==> src/hw/hms_pkg.sv <==
// Constants, types and states of the high-speed two-wire configuration slave
package hms_pkg;

	// Timing base and filter figures
	localparam int CLK_NS = 100;
	localparam int GLITCH_NS = 10;
	localparam int GLITCH_CYC = (GLITCH_NS + CLK_NS - 1) / CLK_NS;
	localparam int RST_SPIKE_NS = 100;
	localparam int RST_SPIKE_CYC = (RST_SPIKE_NS + CLK_NS - 1) / CLK_NS;
	localparam int RST_VALID_NS = 500;
	localparam int RST_VALID_CYC = (RST_VALID_NS + CLK_NS - 1) / CLK_NS;

	// Address and byte layout
	localparam logic [5:0] ADDR_HI = 6'h36;
	localparam logic [3:0] BYTE_BITS = 4'h8;
	localparam int RW_BIT = 0;

	// Configuration byte value after either reset
	localparam logic [7:0] CFG_RESET = 8'h00;

	typedef struct packed {
		logic scl;
		logic sda;
	} hms_line_t;

	typedef struct packed {
		logic [7:0] data;
		logic update;
	} hms_cfg_t;

	typedef enum logic [2:0] {
		ST_IDLE,
		ST_ADDR,
		ST_AACK,
		ST_WRITE,
		ST_WACK,
		ST_READ,
		ST_SKIP
	} hms_state_t;

endpackage

==> src/hw/hms_slave.sv <==
// High-speed two-wire configuration slave with filtered reset input
`timescale 1ns/100ps
module hms_slave import hms_pkg::*; (
	// Clock and reset
	input wire logic i_clk,
	input wire logic i_rst,
	// Serial bus
	input wire logic i_scl,
	input wire logic i_sda,
	output logic o_sda,
	output logic o_sda_oe,
	// Pins
	input wire logic i_address_lsb_select_input,
	input wire logic i_cfg_rst_n,
	// Configuration
	output hms_cfg_t o_cfg
);

	function automatic logic addr_match(input logic [7:0] sh, input logic lsb);
		addr_match = (sh[7:1] == {ADDR_HI, lsb});
	endfunction

	hms_line_t s1_q, s2_q, filt_q, prev_q;
	logic [2:0] gcnt_q [2];
	logic a0_s1_q, a0_q;
	logic rn_s1_q, rn_q;
	logic [2:0] rcnt_q;
	logic rst_fire;
	hms_state_t state_q;
	logic [3:0] cnt_q;
	logic [7:0] sh_q, tx_q;
	logic oe_q;
	logic [7:0] cfg_q;
	logic upd_q;
	logic scl_rise, scl_fall, start_ev, stop_ev;

	// Two-flop synchronisers for every pin
	always_ff @(posedge i_clk or posedge i_rst) begin
		if (i_rst) begin
			s1_q <= '1;
			s2_q <= '1;
			a0_s1_q <= 1'b0;
			a0_q <= 1'b0;
			rn_s1_q <= 1'b1;
			rn_q <= 1'b1;
		end else begin
			s1_q <= '{scl: i_scl, sda: i_sda};
			s2_q <= s1_q;
			a0_s1_q <= i_address_lsb_select_input;
			a0_q <= a0_s1_q;
			rn_s1_q <= i_cfg_rst_n;
			rn_q <= rn_s1_q;
		end
	end

	// Per-line glitch filter: a new level must persist beyond the glitch time
	genvar g;
	generate
		for (g = 0; g < 2; g++) begin : g_filt
			always_ff @(posedge i_clk or posedge i_rst) begin
				if (i_rst) begin
					gcnt_q[g] <= 3'h0;
					filt_q[g] <= 1'b1;
				end else if (s2_q[g] == filt_q[g]) begin
					gcnt_q[g] <= 3'h0;
				end else if (gcnt_q[g] == 3'(GLITCH_CYC)) begin
					gcnt_q[g] <= 3'h0;
					filt_q[g] <= s2_q[g];
				end else begin
					gcnt_q[g] <= gcnt_q[g] + 3'h1;
				end
			end
		end
	endgenerate

	always_ff @(posedge i_clk or posedge i_rst) begin
		if (i_rst) begin
			prev_q <= '1;
		end else begin
			prev_q <= filt_q;
		end
	end

	// Edges and bus conditions on the filtered lines
	assign scl_rise = filt_q.scl & ~prev_q.scl;
	assign scl_fall = ~filt_q.scl & prev_q.scl;
	assign start_ev = filt_q.scl & prev_q.scl & prev_q.sda & ~filt_q.sda;
	assign stop_ev = filt_q.scl & prev_q.scl & ~prev_q.sda & filt_q.sda;

	// Reset pin: count low samples; short spikes never reach the threshold
	always_ff @(posedge i_clk or posedge i_rst) begin
		if (i_rst) begin
			rcnt_q <= 3'h0;
		end else if (rn_q) begin
			rcnt_q <= 3'h0;
		end else if (rcnt_q != 3'(RST_VALID_CYC)) begin
			rcnt_q <= rcnt_q + 3'h1;
		end
	end
	assign rst_fire = ~rn_q && (rcnt_q == 3'(RST_VALID_CYC));

	// Bus protocol; the pad only ever pulls low, the bus is never mastered
	always_ff @(posedge i_clk or posedge i_rst) begin
		if (i_rst) begin
			state_q <= ST_IDLE;
			cnt_q <= 4'h0;
			sh_q <= 8'h00;
			tx_q <= 8'h00;
			oe_q <= 1'b0;
		end else if (start_ev) begin
			state_q <= ST_ADDR;
			cnt_q <= 4'h0;
			oe_q <= 1'b0;
		end else if (stop_ev) begin
			state_q <= ST_IDLE;
			oe_q <= 1'b0;
		end else begin
			case (state_q)
				ST_ADDR, ST_WRITE: begin
					if (scl_rise && cnt_q != BYTE_BITS) begin
						sh_q <= {sh_q[6:0], filt_q.sda};
						cnt_q <= cnt_q + 4'h1;
					end else if (scl_fall && cnt_q == BYTE_BITS) begin
						cnt_q <= 4'h0;
						if (state_q == ST_WRITE) begin
							state_q <= ST_WACK;
							oe_q <= 1'b1;
						end else if (addr_match(sh_q, a0_q)) begin
							state_q <= ST_AACK;
							oe_q <= 1'b1;
						end else begin
							state_q <= ST_SKIP;
						end
					end
				end
				ST_AACK: begin
					if (scl_fall) begin
						if (sh_q[RW_BIT]) begin
							state_q <= ST_READ;
							oe_q <= ~cfg_q[7];
							tx_q <= {cfg_q[6:0], 1'b0};
							cnt_q <= 4'h1;
						end else begin
							state_q <= ST_WRITE;
							oe_q <= 1'b0;
						end
					end
				end
				ST_READ: begin
					if (scl_fall) begin
						if (cnt_q == BYTE_BITS) begin
							state_q <= ST_SKIP;
							oe_q <= 1'b0;
						end else begin
							oe_q <= ~tx_q[7];
							tx_q <= {tx_q[6:0], 1'b0};
							cnt_q <= cnt_q + 4'h1;
						end
					end
				end
				ST_WACK: begin
					if (scl_fall) begin
						state_q <= ST_SKIP;
						oe_q <= 1'b0;
					end
				end
				ST_IDLE, ST_SKIP: begin
					oe_q <= 1'b0;
				end
				default: begin
					state_q <= ST_IDLE;
					oe_q <= 1'b0;
				end
			endcase
		end
	end

	// Configuration byte: written byte applies at once, reset pin wins
	always_ff @(posedge i_clk or posedge i_rst) begin
		if (i_rst) begin
			cfg_q <= CFG_RESET;
			upd_q <= 1'b0;
		end else if (rst_fire) begin
			cfg_q <= CFG_RESET;
			upd_q <= 1'b1;
		end else if (state_q == ST_WRITE && scl_fall && cnt_q == BYTE_BITS && !start_ev && !stop_ev) begin
			cfg_q <= sh_q;
			upd_q <= 1'b1;
		end else begin
			upd_q <= 1'b0;
		end
	end

	assign o_sda = 1'b0;
	assign o_sda_oe = oe_q;
	assign o_cfg = '{data: cfg_q, update: upd_q};

	a_drive_states: assert property (@(posedge i_clk) disable iff (i_rst)
		oe_q |-> (state_q == ST_AACK || state_q == ST_WACK || state_q == ST_READ))
		else $error("sda driven outside acknowledge or read");
	a_ack_match: assert property (@(posedge i_clk) disable iff (i_rst)
		(state_q == ST_ADDR && scl_fall && cnt_q == BYTE_BITS && !start_ev && !stop_ev
		&& sh_q[7:1] == {ADDR_HI, a0_q}) |=> (oe_q && state_q == ST_AACK))
		else $error("own address not acknowledged");
	a_nack_other: assert property (@(posedge i_clk) disable iff (i_rst)
		(state_q == ST_ADDR && scl_fall && cnt_q == BYTE_BITS && sh_q[7:1] != {ADDR_HI, a0_q})
		|=> !oe_q)
		else $error("foreign address acknowledged");
	a_write_store: assert property (@(posedge i_clk) disable iff (i_rst)
		(state_q == ST_WRITE && scl_fall && cnt_q == BYTE_BITS && !start_ev && !stop_ev && !rst_fire)
		|=> (cfg_q == $past(sh_q) && upd_q && oe_q))
		else $error("written byte not applied");
	a_single_byte: assert property (@(posedge i_clk) disable iff (i_rst)
		(state_q == ST_WACK && scl_fall && !start_ev && !stop_ev) |=> (state_q == ST_SKIP && !oe_q))
		else $error("second byte accepted");
	a_rst_valid: assert property (@(posedge i_clk) disable iff (i_rst)
		(!rn_q) [*6] |=> (cfg_q == CFG_RESET))
		else $error("long reset pulse ignored");
	a_rst_spike: assert property (@(posedge i_clk) disable iff (i_rst)
		rst_fire |-> (!$past(rn_q, 1) && !$past(rn_q, 2) && !$past(rn_q, 3) && !$past(rn_q, 4) && !$past(rn_q, 5)))
		else $error("reset spike changed configuration");
	a_glitch_filt: assert property (@(posedge i_clk) disable iff (i_rst)
		$changed(filt_q.scl) |-> ($past(s2_q.scl) == filt_q.scl && $past(s2_q.scl, 2) == filt_q.scl))
		else $error("scl glitch passed the filter");
	a_hold_time: assert property (@(posedge i_clk) disable iff (i_rst)
		!(scl_fall || start_ev || stop_ev || state_q == ST_IDLE || state_q == ST_SKIP) |=> $stable(oe_q))
		else $error("sda changed away from falling clock");
	a_read_bit: assert property (@(posedge i_clk) disable iff (i_rst)
		(state_q == ST_READ && scl_fall && cnt_q != BYTE_BITS && !start_ev && !stop_ev)
		|=> (oe_q == ~$past(tx_q[7])))
		else $error("read bit wrong");

endmodule

==> config.mk <==
export PLATFORM = sky130hd
export DESIGN_NAME = hms_slave
export DESIGN_NICKNAME = d
export VERILOG_FILES = /design/src/hw/hms_pkg.sv /design/src/hw/hms_slave.sv
export SDC_FILE = /design/constraint.sdc
export NUM_CORES = 1
export LEC_CHECK = 0
export BUFFER_PORTS_ARGS = -buffer_cell sky130_fd_sc_hd__buf_2
export CORE_MARGIN = 2
export CORE_UTILIZATION = 35
export CTS_CLUSTER_DIAMETER = 80
export DETAILED_ROUTE_END_ITERATION = 8
export HOLD_SLACK_MARGIN = 0.06
export PLACE_DENSITY = 0.63
export SETUP_SLACK_MARGIN = 0.1
export SLEW_MARGIN = 20
export SYNTH_ARGS = -nofsm -noshare
export SYNTH_HDL_FRONTEND = slang
export SYNTH_SLANG_ARGS = --single-unit
export TNS_END_PERCENT = 30
==> constraint.sdc <==
create_clock -name i_clk -period 1.9 [get_ports i_clk]
set_input_delay 0.38 -clock i_clk [delete_from_list [all_inputs] [get_ports i_clk]]
set_output_delay 0.38 -clock i_clk [all_outputs]
set_load 0.03 [all_outputs]
==> summary.txt <==
Flow run
  – MaxCap Viol Count: 0

Yosys
  – Compound-cell area share of the yosys netlist: 10.2%
  – Synth area leaders: dfrtp_1 (44%), dfstp_2 (11%), mux2i_1 (6.1%), nor2_1 (5.0%), mux2_2 (4.1%)
  – Synthesized cell area: between 2000 and 2500 sq um
  – Yosys warning total: 0
  – Area share of and/or/nand/nor cells after synthesis: 16.8%
  – Top-area cell type share of the netlist area: between 40% and 50%
  – Yosys top cell by area: dfrtp_1
  – Syn Nets: 232
  – Main synth FF type: dfrtp_1
  – Synth Area in Adders: 2.04%
  – Ys async rst share: 100%
  – Syn Inst Count: 222
  – Post-synthesis mux area share: 10.2%
  – Distinct cells, synth: 50
  – Largest family of logic cells by synthesized area: simple AND/OR/NAND/NOR gates
  – Seq cells post-synth: between 50 and 60
  – Post-synth EDFFs: 0
  – Xor/xnor cell area share of the yosys netlist: roughly 2.5%
  – Post-synthesis sequential area ratio: 54.6%
  – Syn Area/Cell: 11.1 sq um

Clock tree
  – CTS tree: yes
  – H-tree Lvls: 2
  – CTS Hold Bufs: 0
  – Worst skew pair latency: 0.30 ns
  – Clock Tree Root: clkbuf_8
  – CTS Sinks: 53
  – Max clock buf depth: 2
  – Reg clk slew, reported paths: 0.09 ns
  – Num CTS Buffers: 5

Status
  – Run status: completed

Pwr
  – Cell Pwr Density: 1190 nW/um^2
  – Leakage: 1.34 nW
  – Total Power: 0.00349 W
  – Maximum VDD drop: between 0.0004 and 0.0005 V

Cells and area
  – Antenna diodes: 0
  – Filler instances: ~650
  – Area of the multi-input gates: 1100 sq um
  – Final net count: 261
  – Synth-to-Final Area Change: 19.5%
  – Final Non-Filler Cells: about 350
  – Design area: 2930 sq um
  – FF/Latch Area: 1340 sq um
  – Share of post-route cells with drive strength above 1: 30.6%

Drt
  – Vias per cell: roughly 4.8
  – DR DRC count: 0
  – Wire length per cell: 12.6 um
  – DRT Pass-1 Iters: 4
  – Routed via count: 1675
  – Total Wirelength: 4400 um
  – Detail Route Antenna Nets: 0
  – Initial DRC Count: 86

Global route
  – Global-route wire length before repair: 7710 um
  – Largest net degree at the start of global routing: 54
  – Number of global-route vias before repair: 1576
  – Initial antenna violation count: 0
  – Remaining Overflow, GRT: 0
  – Total GRT Usage: 12.8%

Die
  – Initial Util: between 30% and 40%
  – Core box area: 6790 sq um
  – Die ar.: 7700 sq um
  – Core Rows: 30
  – I/O Pins: 17
  – Die Width: around 88 um
  – Die Y: between 80 and 90 um

Timing
  – Fin. Hold Viols: 0
  – Slew Viols, Final: 0
  – RSZ-0062 raised after global routing: true
  – Final Skew: about 0.0025 ns
  – Hold WS: 0.108 ns
  – Final period util: 96.7%
  – Achievable clock frequency: 544 MHz
  – Tmin final: 1.84 ns
  – # setup viols final: 0

Placement
  – DP Wirelength: between 3000 and 4000 um
  – DP Area: ~2700 sq um
  – Gpl congestion: 0.872
  – Buffers on Ports: 15
  – DP Cell Count: 338

Critical path
  – Worst Reg-to-Reg Cells: 7
  – Reg-to-reg critical path startpoint: cnt_q[1]
  – Crit-path cells: inv_1 -> ha_2 -> and3b_2 -> mux2i_2 -> o211ai_4 -> and4b_1 -> a31o_1
  – CP delay by family, top: simple AND/OR/NAND/NOR gates
  – CP Capture Type: flop
  – Buf/Inv on CP: 1
  – Launching element type of the critical path: flop
  – R2R setup slack: 0.06 ns
  – Critical path peak fanout: 6
  – CP arrival: a little over 2 ns
  – Slowest CP cell: dfrtp_1
  – Slowest cell delay on critical path: 0.39 ns
  – CP required: between 2 and 2.5 ns
  – R2R Path End: cnt_q[2]
  – Critical path class: reg2reg

Worst hold path
  – HP Class: in2async
## through the flow
| step | setup TNS, ns | setup slack, ns | utilization, % |
|---|---|---|---|
| after CTS | 0 | 0.0697 | 42.0 |
| final | 0 | 0.0619 | 43.1 |
| after global routing | -0.0336 | -0.0336 | 43.1 |
| after detailed placement | -0.154 | -0.0478 | 40.4 |
| after floorplan | 0 | 0.112 | - |
| after global placement | 0 | 0.0532 | 40.4 |
## worst max-delay path by stage
stage	from	to	depth (start not counted)
5_1_grt	cnt_q[0]	cnt_q[2]	7
3_3_place_gp	filt_q[1]	cnt_q[2]	5
3_5_place_dp	cnt_q[0]	tx_q[2]	7
6_report	cnt_q[1]	cnt_q[2]	7
2_1_floorplan	cnt_q[0]	cnt_q[2]	8
4_1_cts	cnt_q[1]	cnt_q[2]	7
## worst min-delay path: stages
cell,delay (ns)
buf_2,0.10
inv_2,0.06
buf_12,0.27
## sequential cells by signal (all words and copies together), names as in the netlist, 2 cells and up
signal,cells
cfg_q,8
sh_q,8
tx_q,7
gcnt_q,6
cnt_q,4
rcnt_q,3
state_q,3
filt_q,2
prev_q,2
s1_q,2
s2_q,2
## cell type report
| type | count | share of cell area [%] |
|---|---|---|
| Sequential cell | 53 | 45.7 |
| Multi-Input combinational cell | 152 | 37.4 |
| Tap cell | 96 | 4.10 |
| Clock buffer | 7 | 3.29 |
| Inverter | 6 | 0.768 |
| Timing Repair Buffer | 33 | 8.45 |
| Clock inverter | 1 | 0.299 |
## synthesized netlist by cell type (4+ instances only)
cell type and count:
dfrtp_1 43, nor2_1 33, nand2_1 17, mux2i_1 15, dfstp_2 10, a21oi_1 9, mux2_2 9, o21ai_0 8
inv_1 6, buf_2 4, clkbuf_1 4, ha_1 4, nand3b_1 4, xnor2_1 4
## per-layer routing
layer / track usage [%] / share of wire [%] / vias up
met5: 0 / 0 / -
met4: 5.03 / 1.8 / 0
met3: 2.92 / 2.5 / 6
met2: 18.6 / 46 / 19
met1: 18.6 / 50 / 815
li1: - / - / 835
## logic make-up after synthesis
family / after synthesis
AO/OA/AOI/OAI: 36
flip-flops: 53
AND/OR/NAND/NOR: 80
adder cells (fa/ha/maj): 4
buffers and inverters: 17
multiplexers: 24
other: 1
XOR/XNOR: 7
## report_power, final
group | leakage [nW] | switching, W | total (W) | internal (W)
combinational | 0.616 | 0.000521 | 0.00113 | 0.000612
sequential | 0.671 | 0.000257 | 0.00165 | 0.00140
clock | 0.0549 | 0.000365 | 0.000702 | 0.000337
## layout by cell type (no fill, tap or decap), drive strengths merged, types with 2 or more instances in the layout
cell type   n
o21ai       9
dfstp      10
o31ai       2
nand2      17
inv         7
nand3       2
nor2b       2
mux2i      15
nand4b      2
nand2b      4
xor2        3
nor3b       3
or3         2
nor3        2
clkbuf      7
xnor2       4
nor4bb      2
a221oi      2
nand3b      4
a31oi       2
mux2        9
a21oi       9
nor2       33
ha          4
buf        33
dfrtp      43
## what timing repair did
action | CTS | global route
endpoints found under the setup margin | 9 | 21
gates resized for setup | 2 | 12
pin swaps | 1 | 5
buffers inserted | 0 | 2
No activity file was read; power rests on OpenSTA's default activity.
